===== src/hdl/phy_sideband_pkg.sv =====
// Shared constants for the PHY side-band control block.
// Assumes a 125 MHz system clock and word-aligned AHB-Lite access.
package phy_sideband_pkg;
	localparam int unsigned CLOCK_MHZ = 125;
	localparam int unsigned REF_MHZ = 50;
	// Reference tick accumulator: REF_MHZ per CLOCK_MHZ
	localparam logic [7:0] REF_ACC_STEP = 8'h32;
	localparam logic [7:0] REF_ACC_WRAP = 8'h7D;
	// Deep power-down idle time
	localparam longint unsigned DPD_IDLE_S = 32;
	localparam longint unsigned DPD_IDLE_CYC = DPD_IDLE_S * CLOCK_MHZ * 64'd1000000;
	// Dwell on one pairing while hunting for link
	localparam int unsigned MDIX_DWELL_US = 1000;
	localparam int unsigned MDIX_DWELL_CYC = MDIX_DWELL_US * CLOCK_MHZ;
	// Register byte offsets
	localparam logic [7:0] OFS_MDIX = 8'h00;
	localparam logic [7:0] OFS_POWER = 8'h04;
	localparam logic [7:0] OFS_LED = 8'h08;
	localparam logic [7:0] OFS_STATUS = 8'h0C;
	// Field positions
	localparam int unsigned MDIX_AUTO_BIT = 9;
	localparam int unsigned MDIX_PAIR_BIT = 8;
	localparam int unsigned SOFT_RESET_BIT = 0;
	localparam int unsigned POWER_LSB = 4;
	localparam int unsigned SEL_W = 3;
	// Reset values
	localparam logic MDIX_AUTO_RST = 1'b1;
	localparam logic MDIX_PAIR_RST = 1'b0;
	localparam logic [4:0] POWER_RST = 5'h1F;
	localparam logic [14:0] LED_RST = 15'h3110;
	// Indicator functions
	localparam logic [2:0] IND_LINK = 3'h0;
	localparam logic [2:0] IND_ACT = 3'h1;
	localparam logic [2:0] IND_TX = 3'h2;
	localparam logic [2:0] IND_RX = 3'h3;
	localparam logic [2:0] IND_COL = 3'h4;
	localparam logic [2:0] IND_SPEED = 3'h5;
	localparam logic [2:0] IND_DUPLEX = 3'h6;
	typedef enum logic [2:0] {
		MDIX_STRAIGHT = 3'b001,
		MDIX_CROSSED = 3'b010,
		MDIX_HUNT = 3'b100
	} mdix_mode_e;
endpackage : phy_sideband_pkg


===== src/hdl/indicator_pin.sv =====
// One multi-function pin: strap input during reset, indicator output after.
// Assumes the pin input level is synchronous to the clock.
`timescale 1ns/10ps
`default_nettype none
module indicator_pin
(
	// Clock and reset
	input wire logic clock,
	input wire logic rst,
	// Selection and status
	input wire logic [2:0] funcSel,
	input wire logic [6:0] statusVec,
	// Pin
	input wire logic pinIn,
	output logic pinOut,
	output logic pinOeN,
	output logic strapLevel
);
	logic captured_ff;
	logic strap_ff;
	logic drive_ff;
	logic level_ff;
	logic active;

	assign active = (funcSel < 3'h7) ? statusVec[funcSel] : 1'b0;
	assign pinOut = level_ff;
	assign pinOeN = ~drive_ff;
	assign strapLevel = strap_ff;

	always_ff @(posedge clock or posedge rst)
	begin
		if (rst)
		begin
			captured_ff <= 1'b0;
			strap_ff <= 1'b0;
		end
		else if (!captured_ff)
		begin
			captured_ff <= 1'b1;
			strap_ff <= pinIn;
		end
	end

	always_ff @(posedge clock or posedge rst)
	begin
		if (rst)
			drive_ff <= 1'b0;
		else
			drive_ff <= captured_ff;
	end

	always_ff @(posedge clock or posedge rst)
	begin
		if (rst)
			level_ff <= 1'b0;
		else if (!captured_ff)
			level_ff <= pinIn;
		else
			level_ff <= active ? ~strap_ff : strap_ff;
	end
endmodule : indicator_pin
`default_nettype wire


===== src/hdl/pair_select.sv =====
// Straight or crossed pair choice from pin, register bits and link state.
// Assumes linkUp and signalDetect are synchronous levels.
`timescale 1ns/10ps
`default_nettype none
module pair_select
#(
	parameter int unsigned DWELL_CYC = phy_sideband_pkg::MDIX_DWELL_CYC
)
(
	// Clock and reset
	input wire logic clock,
	input wire logic rst,
	input wire logic softRst,
	// Controls
	input wire logic autoPin,
	input wire logic autoReg,
	input wire logic pairReg,
	input wire logic linkUp,
	input wire logic signalDetect,
	// Results
	output logic crossed,
	output logic settled
);
	phy_sideband_pkg::mdix_mode_e mode;
	logic [31:0] dwell_ff;
	logic crossed_ff;
	logic settled_ff;

	assign crossed = crossed_ff;
	assign settled = settled_ff;

	always_comb
	begin
		if (!autoReg)
			mode = pairReg ? phy_sideband_pkg::MDIX_CROSSED : phy_sideband_pkg::MDIX_STRAIGHT;
		else if (!autoPin)
			mode = phy_sideband_pkg::MDIX_STRAIGHT;
		else
			mode = phy_sideband_pkg::MDIX_HUNT;
	end

	always_ff @(posedge clock or posedge rst)
	begin
		if (rst)
		begin
			crossed_ff <= 1'b0;
			dwell_ff <= 32'h0;
		end
		else if (softRst)
		begin
			crossed_ff <= 1'b0;
			dwell_ff <= 32'h0;
		end
		else
		begin
			case (mode)
				phy_sideband_pkg::MDIX_STRAIGHT:
				begin
					crossed_ff <= 1'b0;
					dwell_ff <= 32'h0;
				end
				phy_sideband_pkg::MDIX_CROSSED:
				begin
					crossed_ff <= 1'b1;
					dwell_ff <= 32'h0;
				end
				default:
				begin
					if (linkUp || signalDetect)
						dwell_ff <= 32'h0;
					else if (dwell_ff >= DWELL_CYC - 1)
					begin
						dwell_ff <= 32'h0;
						crossed_ff <= ~crossed_ff;
					end
					else
						dwell_ff <= dwell_ff + 32'h1;
				end
			endcase
		end
	end

	always_ff @(posedge clock or posedge rst)
	begin
		if (rst)
			settled_ff <= 1'b0;
		else
			settled_ff <= !softRst && (mode != phy_sideband_pkg::MDIX_HUNT || linkUp || signalDetect);
	end
endmodule : pair_select
`default_nettype wire


===== src/hdl/phy_sideband_ctrl.sv =====
// PHY side-band control: RMII receive outputs, pair crossover,
// deep power-down, strap/indicator pins, AHB-Lite registers.
// Assumes all inputs are synchronous to clock; the receive stream
// offers one di-bit per reference tick.
`timescale 1ns/10ps
`default_nettype none
module phy_sideband_ctrl
#(
	parameter longint unsigned DPD_CYC = phy_sideband_pkg::DPD_IDLE_CYC,
	parameter int unsigned DWELL_CYC = phy_sideband_pkg::MDIX_DWELL_CYC
)
(
	// Clock and reset
	input wire logic clock,
	input wire logic rst,
	// AHB-Lite slave
	input wire logic hsel,
	input wire logic [31:0] haddr,
	input wire logic [1:0] htrans,
	input wire logic hwrite,
	input wire logic [2:0] hsize,
	input wire logic [31:0] hwdata,
	input wire logic hready,
	output logic [31:0] hrdata,
	output logic hreadyout,
	output logic hresp,
	// Recovered receive stream
	input wire logic carrier,
	input wire logic rxValid,
	input wire logic [1:0] rxBits,
	input wire logic codeError,
	// Line and MAC status
	input wire logic linkUp,
	input wire logic signalDetect,
	input wire logic txEnable,
	input wire logic txActive,
	input wire logic rxActive,
	input wire logic collision,
	input wire logic speed100,
	input wire logic fullDuplex,
	input wire logic autoCrossoverEnable,
	// RMII receive toward MAC
	output logic [1:0] rxd,
	output logic crsDv,
	output logic rxEr,
	// Pair routing
	output logic pairACarriesTx,
	output logic pairBCarriesTx,
	output logic negotiationAllowed,
	// Power
	output logic deepPowerDown,
	output logic [4:0] sectionOff,
	// Multi-function pins
	input wire logic [4:0] indicatorIn,
	output logic [4:0] indicatorOut,
	output logic [4:0] indicatorOeN,
	output logic [4:0] mgmtAddrStrap
);
	logic [7:0] refAcc_ff;
	logic refTick_ff;
	logic [7:0] nxt_refAcc;
	logic autoReg_ff;
	logic pairReg_ff;
	logic softRst_ff;
	logic [4:0] power_ff;
	logic [14:0] led_ff;
	logic wrPend_ff;
	logic [7:0] wrAddr_ff;
	logic [31:0] rdata_ff;
	logic [1:0] rxd_ff;
	logic crsDv_ff;
	logic rxEr_ff;
	logic phase_ff;
	logic tail_ff;
	logic [63:0] idle_ff;
	logic dpd_ff;
	logic [4:0] off_ff;
	logic pairA_ff;
	logic pairB_ff;
	logic crossed;
	logic settled;
	logic [6:0] statusVec;
	logic [4:0] straps;
	logic [31:0] rdValue;
	logic [7:0] addrLo;
	logic takeReq;

	assign hrdata = rdata_ff;
	assign hreadyout = 1'b1;
	assign hresp = 1'b0;
	assign rxd = rxd_ff;
	assign crsDv = crsDv_ff;
	assign rxEr = rxEr_ff;
	assign pairACarriesTx = pairA_ff;
	assign pairBCarriesTx = pairB_ff;
	assign deepPowerDown = dpd_ff;
	assign sectionOff = off_ff;
	assign statusVec = {fullDuplex, speed100, collision, rxActive, txActive, txActive | rxActive, linkUp};
	assign addrLo = haddr[7:0];
	assign takeReq = hsel && htrans[1] && hready;
	assign nxt_refAcc = refAcc_ff + phy_sideband_pkg::REF_ACC_STEP;

	// 50 MHz tick from 125 MHz, two in five
	always_ff @(posedge clock or posedge rst)
	begin
		if (rst)
		begin
			refAcc_ff <= 8'h00;
			refTick_ff <= 1'b0;
		end
		else if (nxt_refAcc >= phy_sideband_pkg::REF_ACC_WRAP)
		begin
			refAcc_ff <= nxt_refAcc - phy_sideband_pkg::REF_ACC_WRAP;
			refTick_ff <= 1'b1;
		end
		else
		begin
			refAcc_ff <= nxt_refAcc;
			refTick_ff <= 1'b0;
		end
	end

	// Read mux, evaluated in the address phase
	always_comb
	begin
		rdValue = 32'h0;
		if (addrLo == phy_sideband_pkg::OFS_MDIX)
		begin
			rdValue[phy_sideband_pkg::MDIX_AUTO_BIT] = autoReg_ff;
			rdValue[phy_sideband_pkg::MDIX_PAIR_BIT] = pairReg_ff;
		end
		else if (addrLo == phy_sideband_pkg::OFS_POWER)
			rdValue[8:4] = power_ff;
		else if (addrLo == phy_sideband_pkg::OFS_LED)
			rdValue[14:0] = led_ff;
		else if (addrLo == phy_sideband_pkg::OFS_STATUS)
			rdValue = {22'h0, crossed, settled, dpd_ff, linkUp, straps, 1'b0};
	end

	// Address phase capture and read data
	always_ff @(posedge clock or posedge rst)
	begin
		if (rst)
		begin
			wrPend_ff <= 1'b0;
			wrAddr_ff <= 8'h00;
			rdata_ff <= 32'h0;
		end
		else
		begin
			wrPend_ff <= takeReq && hwrite && (haddr[31:8] == 24'h0);
			wrAddr_ff <= addrLo;
			if (takeReq && !hwrite && haddr[31:8] == 24'h0)
				rdata_ff <= rdValue;
			else if (takeReq)
				rdata_ff <= 32'h0;
		end
	end

	// Register writes in the data phase
	always_ff @(posedge clock or posedge rst)
	begin
		if (rst)
		begin
			autoReg_ff <= phy_sideband_pkg::MDIX_AUTO_RST;
			pairReg_ff <= phy_sideband_pkg::MDIX_PAIR_RST;
			softRst_ff <= 1'b0;
			power_ff <= phy_sideband_pkg::POWER_RST;
			led_ff <= phy_sideband_pkg::LED_RST;
		end
		else
		begin
			softRst_ff <= 1'b0;
			if (wrPend_ff && wrAddr_ff == phy_sideband_pkg::OFS_MDIX)
			begin
				autoReg_ff <= hwdata[phy_sideband_pkg::MDIX_AUTO_BIT];
				pairReg_ff <= hwdata[phy_sideband_pkg::MDIX_PAIR_BIT];
				softRst_ff <= hwdata[phy_sideband_pkg::SOFT_RESET_BIT];
			end
			else if (wrPend_ff && wrAddr_ff == phy_sideband_pkg::OFS_POWER)
				power_ff <= hwdata[8:4];
			else if (wrPend_ff && wrAddr_ff == phy_sideband_pkg::OFS_LED)
				led_ff <= hwdata[14:0];
		end
	end

	always_ff @(posedge clock or posedge rst)
	begin
		if (rst)
		begin
			crsDv_ff <= 1'b0;
			phase_ff <= 1'b0;
			tail_ff <= 1'b0;
		end
		else if (softRst_ff || dpd_ff)
		begin
			crsDv_ff <= 1'b0;
			phase_ff <= 1'b0;
			tail_ff <= 1'b0;
		end
		else if (refTick_ff)
		begin
			phase_ff <= rxValid ? ~phase_ff : 1'b0;
			if (carrier && !tail_ff)
				crsDv_ff <= 1'b1;
			else if (rxValid && (tail_ff || !phase_ff))
			begin
				tail_ff <= 1'b1;
				crsDv_ff <= phase_ff;
			end
			else if (!rxValid)
			begin
				tail_ff <= 1'b0;
				crsDv_ff <= 1'b0;
			end
		end
	end

	always_ff @(posedge clock or posedge rst)
	begin
		if (rst)
			rxd_ff <= 2'b00;
		else if (softRst_ff || dpd_ff)
			rxd_ff <= 2'b00;
		else if (refTick_ff)
			rxd_ff <= rxValid ? rxBits : 2'b00;
	end

	// error held until the next reference tick
	always_ff @(posedge clock or posedge rst)
	begin
		if (rst)
			rxEr_ff <= 1'b0;
		else if (softRst_ff)
			rxEr_ff <= 1'b0;
		else if (refTick_ff)
			rxEr_ff <= rxValid && codeError;
	end

	always_ff @(posedge clock or posedge rst)
	begin
		if (rst)
		begin
			idle_ff <= 64'h0;
			dpd_ff <= 1'b0;
		end
		else if (softRst_ff || linkUp || txEnable || signalDetect)
		begin
			idle_ff <= 64'h0;
			dpd_ff <= 1'b0;
		end
		else if (idle_ff >= DPD_CYC - 64'd1)
			dpd_ff <= 1'b1;
		else
			idle_ff <= idle_ff + 64'h1;
	end

	always_ff @(posedge clock or posedge rst)
	begin
		if (rst)
			off_ff <= 5'h00;
		else
			off_ff <= dpd_ff ? power_ff : 5'h00;
	end

	pair_select #(
		.DWELL_CYC(DWELL_CYC)
	) u_pair (
		.clock(clock),
		.rst(rst),
		.softRst(softRst_ff),
		.autoPin(autoCrossoverEnable),
		.autoReg(autoReg_ff),
		.pairReg(pairReg_ff),
		.linkUp(linkUp),
		.signalDetect(signalDetect),
		.crossed(crossed),
		.settled(settled)
	);

	always_ff @(posedge clock or posedge rst)
	begin
		if (rst)
		begin
			pairA_ff <= 1'b1;
			pairB_ff <= 1'b0;
			negotiationAllowed <= 1'b0;
		end
		else
		begin
			pairA_ff <= ~crossed;
			pairB_ff <= crossed;
			negotiationAllowed <= settled;
		end
	end

	genvar gi;
	generate
		for (gi = 0; gi < 5; gi++)
		begin : g_pin
			indicator_pin u_pin (
				.clock(clock),
				.rst(rst),
				.funcSel(led_ff[gi * 3 +: 3]),
				.statusVec(statusVec),
				.pinIn(indicatorIn[gi]),
				.pinOut(indicatorOut[gi]),
				.pinOeN(indicatorOeN[gi]),
				.strapLevel(straps[gi])
			);
		end
	endgenerate

	always_ff @(posedge clock or posedge rst)
	begin
		if (rst)
			mgmtAddrStrap <= 5'h00;
		else
			mgmtAddrStrap <= {3'b000, straps[1:0]};
	end
endmodule : phy_sideband_ctrl
`default_nettype wire


===== config.mk =====
export PLATFORM = sky130hd
export DESIGN_NAME = phy_sideband_ctrl
export DESIGN_NICKNAME = d
export VERILOG_FILES = /design/src/hdl/phy_sideband_pkg.sv /design/src/hdl/indicator_pin.sv /design/src/hdl/pair_select.sv /design/src/hdl/phy_sideband_ctrl.sv
export SDC_FILE = /design/constraint.sdc
export NUM_CORES = 1
export LEC_CHECK = 0
export BUFFER_PORTS_ARGS = -buffer_cell sky130_fd_sc_hd__buf_2
export CAP_MARGIN = 20
export CORE_MARGIN = 3
export CORE_UTILIZATION = 43
export CTS_CLUSTER_DIAMETER = 30
export CTS_CLUSTER_SIZE = 16
export DETAILED_ROUTE_END_ITERATION = 10
export PLACE_DENSITY = 0.67
export SLEW_MARGIN = 30
export SYNTH_ARGS = -nofsm -noshare
export SYNTH_HDL_FRONTEND = slang
export SYNTH_SLANG_ARGS = --single-unit
export TNS_END_PERCENT = 100

===== constraint.sdc =====
create_clock -name clock -period 6.1 [get_ports clock]
set_input_delay 1.22 -clock clock [delete_from_list [all_inputs] [get_ports clock]]
set_output_delay 1.22 -clock clock [all_outputs]
set_load 0.1 [all_outputs]

==> results.txt, run 1 <==
----------------------------------------------------
[Outcome]
  Result of the run ... complete, no violations

[Timing]
  Slew Limit Fails ... 0
  Minimum setup slack in the final design ... about 3.2 ns
  Worst Skew ... between 0.01 and 0.015 ns
  Final TNS setup ... 0 ns
  Max Clock Freq ... roughly 0.35 GHz
  Final period utilization ... a little under half
  Final Hold Viols ... 0
  Count of endpoints failing setup in the final report ... 0
  Min cycle time layout ... around 2.9 ns
  Hold WS ... about 0.42 ns
  Actual slew at the worst max-slew pin ... 0.708 ns
  Relative slew slack ... between 50% and 60%
  Unrepaired setup endpoints after global routing ... no

[Placed design]
  Global placement routability congestion ... roughly 0.76
  Dpl cells ... around 1100
  Post-placement worst setup slack ... ~2.9 ns
  DPL Wire Length ... 11100 µm
  Placed cell areas ... between 9000 and 10000 µm²
  Number of input and output port buffers inserted ... roughly 110

[Min path]
  Hold Crit Endpoint ... negotiationAllowed$_DFF_PP0_
  Kind of path behind the tightest hold check ... flop to flop
  HP Start ... u_pair.settled$_DFF_PP0_
  Worst hold path cell count ... 0

[Routing]
  Average vias per placed instance ... about 5.1
  Total via count in the routed design ... approximately 5800
  Count of unresolved DRC violations after routing ... 0
  Routed WL per cell ... roughly 14 µm
  Number of DRC markers in iteration 0 ... 271
  First-pass iteration count of the detailed router ... 4
  Count of antenna-violating nets left after detailed routing ... 0
  Total routed wirelength ... around 16000 µm

[Worst setup path]
  CP Data Arrival Time ... 3.20 ns
  Reg2Reg Depth ... 6
  Required time of the critical path ... 6.44 ns
  Reg2reg end ... idle_ff[8]$_DFFE_PP0P_
  R2R Setup Slk ... between 3 and 4 ns
  Crit Path Max Fanout ... 35
  Worst Setup Start Kind ... flop
  Startpoint of the worst-slack reg-to-reg timing path ... idle_ff[60]$_DFFE_PP0P_
  Path type of the worst setup path ... flop to flop
  Kind of end point of the critical path ... flop

[Clock tree]
  Postcts setup bufs ... 0
  Worst-path clk slew ... 0.07 ns
  PostCTS Resize Cnt ... 0
  Clock tree from TritonCTS ... done
  CTS Hold Buffers Added ... 0
  Bufs on Longest Clock Path ... 2
  Number of levels the H-tree was split into ... 4
  Clock latency on the worst-skew pair ... 0.43 ns
  CTS Sinks ... between 150 and 200
  Clock Root Buffer ... sky130_fd_sc_hd__clkbuf_16
  CTS buffer count ... 17

[Power]
  Worst IR drop on VDD ... approximately 0.18 mV
  P_int ... around 1.9 mW
  PD cells ... approximately 270 nW/µm²
  Combinational share of power ... 9.9%
  Net Sw Frac ... roughly 26%
  Sequential power share ... between 40% and 50%
  Proportion of power drawn by the clock network ... 40.6%
  Total Power Consumption ... roughly 2.5 mW
  Leak ... between 4 and 5 nW
  Switching power of the nets ... 0.656 mW

[Floorplan]
  Placeable core region ... between 15000 and 20000 µm²
  Effective utilization at floorplan ... between 40% and 50%
  Overall die height ... 145 µm
  Die Area ... ~21000 µm²
  Chip width ... 145 µm
  # rows ... 50
  Number of primary I/O pins ... 155

[Flow run]
  # Max-Cap Violations ... 0

[Final layout]
  Area Overhead vs Synth ... 15.3%
  Share of cells above drive strength 1 ... 22.3%
  Cell area after layout ... 9590 µm²
  Fin nets ... between 900 and 1000
  Number of antenna repair diodes ... 0
  Util after Layout ... roughly 51%
  Non-filler instance count after layout ... between 1000 and 1500

[Logic synthesis]
  Cells after Synth ... around 760
  Dominant synthesized flop cell ... sky130_fd_sc_hd__dfrtp_1
  Proportion of synthesized flip-flops having asynchronous set or reset ... between 90% and 100%
  Share of the yosys chip area belonging to registers ... 55.2%
  Netlist area before placement ... between 8000 and 9000 µm²
  Post-synthesis register bit count ... approximately 180
  Synth warnings ... 0
  Synth cell types ... 64
  Number of enable flip-flop cells after synthesis ... 0
  Average cell area after synthesis ... roughly 11 µm²

[GRT]
  Total global routing overflow ... 0
  First-pass GRT wire length ... around 28000 µm
  GRT Total Usage ... between 10% and 20%
  Vias in the first global route ... 5780
  Antenna violations before repair ... 0
  Maximum number of pins on one net before global-route repair ... 184

----------------------------------------------------
-- critical path: stages (launching register included) --
cell and delay [ns]:
sky130_fd_sc_hd__dfrtp_1 0.38, sky130_fd_sc_hd__nor4_1 0.33, sky130_fd_sc_hd__nand4_1 0.16, sky130_fd_sc_hd__nor3_2 0.42
sky130_fd_sc_hd__nand3_2 0.64, sky130_fd_sc_hd__or4_1 0.69, sky130_fd_sc_hd__a21oi_1 0.16
-- kinds of logic after synthesis --
logic type | count (synthesis) | share of synthesized area [%]
compound gates | 132 | 10.2
xor+xnor | 31 | 3.27
fa+ha+maj | 7 | 1.05
buf+inv | 77 | 5.15
flops | 183 | 55.2
mux | 46 | 6.17
other cells | 2 | 0.0903
simple gates | 284 | 18.8
-- power groups by stage --
stage | logic (mW) | registers (mW) | clock network (mW)
4_1_cts | 0.252 | 1.26 | 1.06
3_3_place_gp | 0.251 | 1.28 | 0
5_1_grt | 0.270 | 1.27 | 1.12
6_report | 0.252 | 1.26 | 1.04
2_1_floorplan | 0.196 | 1.30 | 0
3_5_place_dp | 0.252 | 1.28 | 0
-- layout make-up --
type | count | area, µm²
clock buffer | 24 | 482
clock inverter | 8 | 76.3
fill | 1669 | 9240
inverter | 15 | 60.1
multi-input combinational | 538 | 3440
sequential | 183 | 4590
tap | 260 | 325
timing repair buffer | 115 | 618
-- synthesized netlist by cell type (2+ instances only) --
master / instances / area [µm²]
sky130_fd_sc_hd__a21o_1: 3 / 22.5
sky130_fd_sc_hd__nand4b_1: 2 / 17.5
sky130_fd_sc_hd__xnor2_1: 13 / 114
sky130_fd_sc_hd__nand3_1: 20 / 100
sky130_fd_sc_hd__xor2_1: 18 / 158
sky130_fd_sc_hd__dfrtp_1: 172 / 4300
sky130_fd_sc_hd__nor3_1: 12 / 60.1
sky130_fd_sc_hd__a21oi_1: 37 / 185
sky130_fd_sc_hd__o21a_1: 2 / 15.0
sky130_fd_sc_hd__o21ai_1: 22 / 110
sky130_fd_sc_hd__and4_1: 4 / 35.0
sky130_fd_sc_hd__mux2i_1: 13 / 130
sky130_fd_sc_hd__a22oi_1: 8 / 60.1
sky130_fd_sc_hd__nor2b_1: 11 / 68.8
sky130_fd_sc_hd__a22o_1: 6 / 52.6
sky130_fd_sc_hd__and3_1: 9 / 56.3
sky130_fd_sc_hd__nand2b_1: 4 / 25.0
sky130_fd_sc_hd__nand4_1: 12 / 75.1
sky130_fd_sc_hd__o211ai_1: 6 / 45.0
sky130_fd_sc_hd__clkbuf_1: 22 / 82.6
sky130_fd_sc_hd__nor2_1: 50 / 188
sky130_fd_sc_hd__inv_1: 14 / 52.6
sky130_fd_sc_hd__nor4_1: 24 / 150
sky130_fd_sc_hd__a31oi_1: 9 / 56.3
sky130_fd_sc_hd__buf_2: 3 / 15.0
sky130_fd_sc_hd__ha_1: 7 / 87.6
sky130_fd_sc_hd__dfstp_2: 11 / 289
sky130_fd_sc_hd__o21ai_0: 11 / 55.1
sky130_fd_sc_hd__conb_1: 2 / 7.51
sky130_fd_sc_hd__nand2_1: 56 / 210
sky130_fd_sc_hd__mux2_2: 32 / 360
sky130_fd_sc_hd__buf_4: 34 / 255
sky130_fd_sc_hd__or4_1: 15 / 113
sky130_fd_sc_hd__buf_1: 2 / 7.51
sky130_fd_sc_hd__nor3b_1: 2 / 15.0
sky130_fd_sc_hd__or3_1: 9 / 56.3
sky130_fd_sc_hd__a41oi_1: 2 / 17.5
sky130_fd_sc_hd__and2_1: 42 / 263
sky130_fd_sc_hd__nand3b_1: 3 / 22.5
sky130_fd_sc_hd__o31ai_1: 12 / 90.1
sky130_fd_sc_hd__a2111oi_0: 3 / 26.3
-- layer usage --
layer / share of wire, % / global-route usage (%)
met1: 48 / 23.2
met2: 47 / 24.6
met3: 3.8 / 3.90
met4: 1.2 / 4.75
met5: 0 / 0
-- cells in the final DEF (no fill, tap or decap), drive strengths merged, types with 3 or more instances in the layout --
cell / instances
nand2b: 4
and4: 4
o211ai: 7
nor4: 26
o21ai: 33
buf: 115
xnor2: 13
xor2: 18
a2111oi: 3
or4: 16
a21o: 3
nor3: 13
ha: 7
mux2: 32
dfstp: 11
nand2: 56
clkinv: 8
a22oi: 8
a22o: 6
inv: 13
dfrtp: 172
conb: 38
nor2b: 11
nand3: 21
clkbuf: 24
o31ai: 12
nand3b: 3
nor2: 50
and3: 9
nand4: 13
a31oi: 9
and2: 42
or3: 9
mux2i: 13
a21oi: 37
-- state kept, by name (all words and copies together) (netlist names), 2 cells and up --
name / cells
rxd: 2
u_pair.dwell_ff: 32
wrAddr_ff: 8
sectionOff: 5
hrdata: 15
led_ff: 15
g_pin.u_pin.pinOut: 5
idle_ff: 64
power_ff: 5
mgmtAddrStrap: 2
g_pin.u_pin.strapLevel: 5
refAcc_ff: 8
-- worst max path at each step --
stage	startpoint	endpoint	slack, ns	cells past startpoint
after floorplan	rst	crsDv$_DFFE_PP0P_	2.54	1
after global placement	hready	hrdata[8]$_DFFE_PP0P_	2.86	6
after detailed placement	hready	hrdata[8]$_DFFE_PP0P_	2.85	6
after CTS	idle_ff[60]$_DFFE_PP0P_	idle_ff[8]$_DFFE_PP0P_	3.24	6
after global routing	idle_ff[60]$_DFFE_PP0P_	idle_ff[23]$_DFFE_PP0P_	2.99	6
final	idle_ff[60]$_DFFE_PP0P_	idle_ff[8]$_DFFE_PP0P_	3.25	6
Power figures use the tool's default switching activity.
==> run 2: changes to the inputs <==
Settings changed: PLACE_DENSITY 0.67 to 0.64.
Clock period 6.1 ns to 2.7 ns, I/O delays scaled along.
==> run 2 against run 1 <==
  * Critical path depth rose by 1
  * Combinational power rose by 130%
  * Hold slack got worse by 0.19 ns
  * Clock skew fell by 0.00074 ns
  * Critical endpoint is now idle_ff[28]$_DFFE_PP0P_
  * Largest power group unchanged
==> results.txt, run 2 (synthesized netlist as in run 1, its figures left out) <==
----------------------------------------------------
[Worst setup path]
  Combined buffer and inverter count along the critical path ... 0 (unchanged)
  Dominant delay contributor by cell family on the critical path ... simple AND/OR/NAND/NOR gates (unchanged)
  CP Data Arrival Time ... 2.81 ns (was 3.20 ns)
  Kind of end point of the critical path ... flop (unchanged)
  Worst Setup Start Kind ... flop (unchanged)
  Required time of the critical path ... 3.06 ns (was 6.44 ns)
  Top cell by count, worst path ... sky130_fd_sc_hd__nand2_1
  Crit Path Max Fanout ... 8 (was 35)
  Path type of the worst setup path ... flop to flop (unchanged)
  Worst stage delay on the critical path ... 0.55 ns (was 0.69 ns)
  Critical-path top delay cell ... sky130_fd_sc_hd__nor4_4 (was sky130_fd_sc_hd__or4_1)
  CP Cell Sequence ... ha_1, nand2_1, nor4_4, and2_1, nand2_1, or4_1, a21oi_1 (was nor4_1, nand4_1, nor3_2, nand3_2, or4_1, a21oi_1)

[Timing]
  Count of endpoints failing setup in the final report ... 0 (unchanged)
  Worst Skew ... 0.00946 ns (was 0.0102 ns)
  Final Hold Viols ... 0 (unchanged)
  Actual slew at the worst max-slew pin ... 0.745 ns (was 0.708 ns)
  Relative slew slack ... 50.2% (was 52.4%)
  Max Clock Freq ... 0.408 GHz (was 0.350 GHz)
  Min cycle time layout ... 2.45 ns (was 2.85 ns)
  Unrepaired setup endpoints after global routing ... no (unchanged)
  Final period utilization ... 90.9% (was 46.8%)
  Hold WS ... 0.230 ns (was 0.417 ns)
  Slew Limit Fails ... 0 (unchanged)

[Flow run]
  # Max-Cap Violations ... 0 (unchanged)

[Final layout]
  Register ranked first by flip-flop count ... idle_ff (unchanged)
  Filler cell count ... 1669 (unchanged)
  Share of cells above drive strength 1 ... 23.7% (was 22.3%)
  Most common cell after layout, fill and taps aside ... sky130_fd_sc_hd__dfrtp_1 (unchanged)
  Commonest cells after routing, fill and taps aside ... sky130_fd_sc_hd__dfrtp_1 (172), sky130_fd_sc_hd__buf_2 (111), sky130_fd_sc_hd__nand2_1 (56), sky130_fd_sc_hd__nor2_1 (50), sky130_fd_sc_hd__and2_1 (42) (unchanged)
  Fin nets ... 982 (was 970)
  Cell area after layout ... 9740 µm² (was 9590 µm²)
  Area Overhead vs Synth ... 17.2% (was 15.3%)
  Non-filler instance count after layout ... 1156 (was 1143)
  Max FFs per register ... 64 (unchanged)
  Top Registers ... idle_ff: 64 flops, u_pair.dwell_ff: 32 flops (unchanged)
  Util after Layout ... 51.7% (was 50.9%)

[Routing]
  Total via count in the routed design ... 5880 (was 5829)
  Average vias per placed instance ... 5.09 (was 5.10)
  Count of antenna-violating nets left after detailed routing ... 0 (unchanged)
  Number of DRC markers in iteration 0 ... 305 (was 271)
  Count of unresolved DRC violations after routing ... 0 (unchanged)
  First-pass iteration count of the detailed router ... 4 (unchanged)
  Total routed wirelength ... 17000 µm (was 16300 µm)
  Routed WL per cell ... 14.7 µm (was 14.3 µm)

[Min path]
  Kind of path behind the tightest hold check ... input port to flop (was flop to flop)

[GRT]
  First-pass GRT wire length ... 29000 µm (was 28400 µm)
  Vias in the first global route ... 5746 (was 5780)
  Maximum number of pins on one net before global-route repair ... 114 (was 184)
  Antenna violations before repair ... 1 (was 0)
  GRT Total Usage ... 16.7% (was 16.2%)
  Total global routing overflow ... 0 (unchanged)

[Floorplan]
  Chip width ... 145 µm (unchanged)
  Placeable core region ... 18800 µm² (unchanged)
  Die Area ... 21000 µm² (unchanged)
  # rows ... 50 (unchanged)
  Number of primary I/O pins ... 155 (unchanged)
  Overall die height ... 145 µm (unchanged)
  Effective utilization at floorplan ... 44.2% (unchanged)

[Clock tree]
  Postcts setup bufs ... 0 (unchanged)
  Bufs on Longest Clock Path ... 2 (unchanged)
  Number of levels the H-tree was split into ... 4 (unchanged)
  CTS Hold Buffers Added ... 0 (unchanged)
  CTS buffer count ... 17 (unchanged)
  Clock latency on the worst-skew pair ... 0.43 ns (about the same)
  PostCTS Resize Cnt ... 0 (unchanged)
  Clock tree from TritonCTS ... done (unchanged)
  Worst-path clk slew ... 0.07 ns (about the same)
  Clock Root Buffer ... sky130_fd_sc_hd__clkbuf_16 (unchanged)
  CTS Sinks ... 183 (unchanged)

[Power]
  Worst IR drop on VDD ... 0.451 mV (was 0.181 mV)
  PD cells ... 618 nW/µm² (was 266 nW/µm²)
  Total Power Consumption ... 6.02 mW (was 2.55 mW)
  Leak ... 4.41 nW (was 4.33 nW)

[Placed design]
  DPL Wire Length ... 11900 µm (was 11100 µm)
  Placed cell areas ... 9110 µm² (was 9000 µm²)
  Global placement routability congestion ... 0.789 (was 0.764)
  Dpl cells ... 1123 (was 1110)
  Number of input and output port buffers inserted ... 111 (unchanged)

[Outcome]
  Result of the run ... complete, no violations (unchanged)

----------------------------------------------------
[run 2: power by group]
group / switching, mW / total (mW) / internal, mW / leakage, nW
clock: 1.08 / 2.60 / 1.52 / 0.308
sequential: 0.0440 / 2.85 / 2.81 / 2.37
combinational: 0.446 / 0.571 / 0.125 / 1.74
[run 2: final cells by class]
cell class	instances	area [µm²]	area share (%)
Sequential cell	183	4590	47.1
Multi-Input combinational cell	538	3440	35.3
Timing Repair Buffer	127	701	7.19
Clock buffer	20	457	4.69
Tap cell	260	325	3.34
Clock inverter	12	169	1.73
Inverter	15	60.1	0.616
Antenna cell	1	2.50	0.0257
[run 2: per-layer routing]
layer  wire, µm  track usage, %
met1       8330            24.3
met2       7690            24.6
met3        642            3.40
met4        368            6.65
met5          0               0
[run 2: metrics by stage]
step | setup TNS (ns) | worst slack [ns]
global route | 0 | 0.0745
finish | 0 | 0.247
detailed placement | 0 | 0.285
global placement | 0 | 0.348
CTS | 0 | 0.272
floorplan | -31.23 | -0.182
[run 2: worst reg2reg max path: stages, from the launching register on]
cell and delay, ns:
sky130_fd_sc_hd__dfrtp_1 0.40, sky130_fd_sc_hd__ha_1 0.24, sky130_fd_sc_hd__nand2_1 0.17, sky130_fd_sc_hd__nor4_4 0.55, sky130_fd_sc_hd__and2_1 0.32, sky130_fd_sc_hd__nand2_1 0.14, sky130_fd_sc_hd__or4_1 0.41, sky130_fd_sc_hd__a21oi_1 0.15
[run 2: path summary, 6_finish.rpt]
check,from,to,slack [ns],depth (start not counted)
setup / recovery,idle_ff[0]$_DFFE_PP0P_,idle_ff[28]$_DFFE_PP0P_,0.25,7
hold / removal,haddr[1],wrAddr_ff[1]$_DFF_PP0_,0.23,1
setup reg to reg,idle_ff[0]$_DFFE_PP0P_,idle_ff[28]$_DFFE_PP0P_,0.25,7
hold reg to reg,u_pair.settled$_DFF_PP0_,negotiationAllowed$_DFF_PP0_,0.39,0
max in group asynchronous,rst,u_pair.dwell_ff[11]$_DFF_PP0_,1.95,3
min in group asynchronous,rst,wrAddr_ff[1]$_DFF_PP0_,0.24,3
==> run 3: changes to the inputs <==
Settings changed: CORE_UTILIZATION 43 to 40, MAX_ROUTING_LAYER from default to met4, PLACE_DENSITY 0.64 to 0.61.
==> run 3 against run 2 <==
  * First-iteration DRC count increased by 3.3%
  * Global-route usage decreased by 0.62 points
  * Non-clock buffer count increased by 3
  * Via count up 0.85%
  * Clock skew down 0.00073 ns
  * Power shrank 0.78%
  * Hold slack improved by 0.0026 ns
  * Final cell count up 0.95%
  * Final area about the same
  * Sequential cell count stayed put
  * Die area up 7.2%
  * Maximum frequency is 0.83% higher
  * Largest power group unchanged
==> results.txt, run 3 (synthesized netlist as in run 1, its figures left out) <==
----------------------------------------------------
[Outcome]
  Result of the run ... complete, no violations (unchanged)

[Worst setup path]
  Reg2Reg Depth ... 5 (was 7)
  CP Cell Sequence ... or4_4, o211ai_4, nand4_2, or4_1, a21oi_1 (was ha_1, nand2_1, nor4_4, and2_1, nand2_1, or4_1, a21oi_1)
  Critical-path top delay cell ... sky130_fd_sc_hd__or4_1 (was sky130_fd_sc_hd__nor4_4)
  Path type of the worst setup path ... flop to flop (unchanged)
  Worst Setup Start Kind ... flop (unchanged)
  Required time of the critical path ... 3.05 ns (was 3.06 ns)
  Crit Path Max Fanout ... 16 (was 8)
  CP Data Arrival Time ... 2.78 ns (was 2.81 ns)
  Worst stage delay on the critical path ... 0.58 ns (was 0.55 ns)
  Kind of end point of the critical path ... flop (unchanged)

[Clock tree]
  Number of levels the H-tree was split into ... 4 (unchanged)
  Clock tree from TritonCTS ... done (unchanged)
  Clock latency on the worst-skew pair ... 0.43 ns (about the same)
  Clock Root Buffer ... sky130_fd_sc_hd__clkbuf_16 (unchanged)
  Worst-path clk slew ... 0.07 ns (about the same)
  CTS buffer count ... 17 (unchanged)
  Postcts setup bufs ... 0 (unchanged)
  Bufs on Longest Clock Path ... 2 (unchanged)
  CTS Sinks ... 183 (unchanged)

[Timing]
  Final TNS setup ... 0 ns (unchanged)
  Slew Limit Fails ... 0 (unchanged)
  Unrepaired setup endpoints after global routing ... no (unchanged)
  Final Hold Viols ... 0 (unchanged)
  Count of endpoints failing setup in the final report ... 0 (unchanged)
  Relative slew slack ... 47.6% (was 50.2%)
  Actual slew at the worst max-slew pin ... 0.785 ns (was 0.745 ns)
  Min cycle time layout ... 2.43 ns (was 2.45 ns)
  Final period utilization ... 90.1% (was 90.9%)
  Worst Skew ... 0.00873 ns (was 0.00946 ns)
  Max Clock Freq ... 0.411 GHz (was 0.408 GHz)
  Hold WS ... 0.232 ns (was 0.230 ns)

[GRT]
  Vias in the first global route ... 5760 (was 5746)
  Maximum number of pins on one net before global-route repair ... 148 (was 114)
  First-pass GRT wire length ... 28500 µm (was 29000 µm)
  GRT Total Usage ... 16.1% (was 16.7%)
  Antenna violations before repair ... 0 (was 1)
  Total global routing overflow ... 0 (unchanged)

[Min path]
  Worst hold path cell count ... 1 (unchanged)
  Kind of path behind the tightest hold check ... input port to flop (unchanged)

[Routing]
  Total via count in the routed design ... 5930 (was 5880)
  Number of DRC markers in iteration 0 ... 315 (was 305)
  Count of unresolved DRC violations after routing ... 0 (unchanged)
  Average vias per placed instance ... 5.08 (was 5.09)
  Routed WL per cell ... 14.6 µm (was 14.7 µm)
  First-pass iteration count of the detailed router ... 5 (was 4)
  Total routed wirelength ... 17100 µm (was 17000 µm)
  Count of antenna-violating nets left after detailed routing ... 0 (unchanged)

[Final layout]
  Share of cells above drive strength 1 ... 23.9% (was 23.7%)
  Register ranked first by flip-flop count ... idle_ff (unchanged)
  Top Registers ... idle_ff: 64 flops, u_pair.dwell_ff: 32 flops (unchanged)
  Non-filler instance count after layout ... 1167 (was 1156)
  Fin nets ... 985 (was 982)
  Filler cell count ... 1903 (was 1669)
  Commonest cells after routing, fill and taps aside ... sky130_fd_sc_hd__dfrtp_1 (172), sky130_fd_sc_hd__buf_2 (111), sky130_fd_sc_hd__nand2_1 (56), sky130_fd_sc_hd__nor2_1 (50), sky130_fd_sc_hd__and2_1 (42) (unchanged)
  Number of antenna repair diodes ... 0 (was 1)
  Area Overhead vs Synth ... 17.1% (was 17.2%)
  Max FFs per register ... 64 (unchanged)
  Most common cell after layout, fill and taps aside ... sky130_fd_sc_hd__dfrtp_1 (unchanged)

[Placed design]
  DPL Wire Length ... 11800 µm (was 11900 µm)
  Dpl cells ... 1136 (was 1123)
  Global placement routability congestion ... 0.782 (was 0.789)
  Number of input and output port buffers inserted ... 111 (unchanged)

[Floorplan]
  Chip width ... 150 µm (was 145 µm)
  Placeable core region ... 20300 µm² (was 18800 µm²)
  # rows ... 52 (was 50)
  Die Area ... 22600 µm² (was 21000 µm²)
  Overall die height ... 150 µm (was 145 µm)
  Effective utilization at floorplan ... 41.0% (was 44.2%)
  Number of primary I/O pins ... 155 (unchanged)

[Power]
  Worst IR drop on VDD ... 0.368 mV (was 0.451 mV)
  Leak ... 4.41 nW (about the same)
  Total Power Consumption ... 5.98 mW (was 6.02 mW)
  PD cells ... 614 nW/µm² (was 618 nW/µm²)

[Flow run]
  # Max-Cap Violations ... 0 (unchanged)

----------------------------------------------------
[run 3: cell type report]
cell class / instances / area (µm²) / share of cell area [%]
timing repair buffer: 130 / 711 / 7.30
clock inverter: 13 / 166 / 1.71
multi-input combinational: 538 / 3440 / 35.4
clock buffer: 18 / 429 / 4.41
sequential: 183 / 4590 / 47.2
inverter: 15 / 60.1 / 0.617
tap: 270 / 338 / 3.47
[run 3: metrics by stage]
step	util (%)	cell area, µm²	worst slack, ns
detailed placement	45.0	9140	0.205
CTS	47.9	9730	0.158
global placement	45.0	9140	0.236
finish	48.0	9740	0.267
floorplan	-	8450	-0.182
global route	48.0	9740	0.0290
[run 3: repair_timing]
item | CTS | global route
endpoints found under the hold margin | 0 | 0
hold buffers | 0 | 0
setup endpoints to repair | 0 | 3
gates resized for setup | 0 | 1
[run 3: worst paths after layout]
path | from | end | slack [ns]
worst min-delay path | haddr[1] | wrAddr_ff[1]$_DFF_PP0_ | 0.23
worst min register to register | u_pair.settled$_DFF_PP0_ | negotiationAllowed$_DFF_PP0_ | 0.40
worst max-delay path | idle_ff[15]$_DFFE_PP0P_ | idle_ff[15]$_DFFE_PP0P_ | 0.27
min in group asynchronous | rst | sectionOff[3]$_DFF_PP0_ | 0.27
max in group asynchronous | rst | u_pair.dwell_ff[2]$_DFF_PP0_ | 1.78
worst max register to register | idle_ff[15]$_DFFE_PP0P_ | idle_ff[15]$_DFFE_PP0P_ | 0.27
[run 3: report_power, final]
| group | internal (mW) | leakage, nW | switching (mW) |
|---|---|---|---|
| registers | 2.81 | 2.37 | 0.0444 |
| clock network | 1.46 | 0.284 | 1.09 |
| logic | 0.124 | 1.75 | 0.446 |
| total | 4.40 | 4.41 | 1.58 |
[run 3: critical path: cells and delay by family, from the launching register on]
| family | cells | cell delay, ns |
|---|---|---|
| compound gates | 2 | 0.43 |
| simple gates | 3 | 1.50 |
| flops | 1 | 0.43 |
[run 3: per-layer routing]
metal / wire length [µm] / GRT usage, %
met1: 8260 / 22.6
met2: 7920 / 23.7
met3: 709 / 3.79
met4: 180 / 4.21
met5: 0 / -
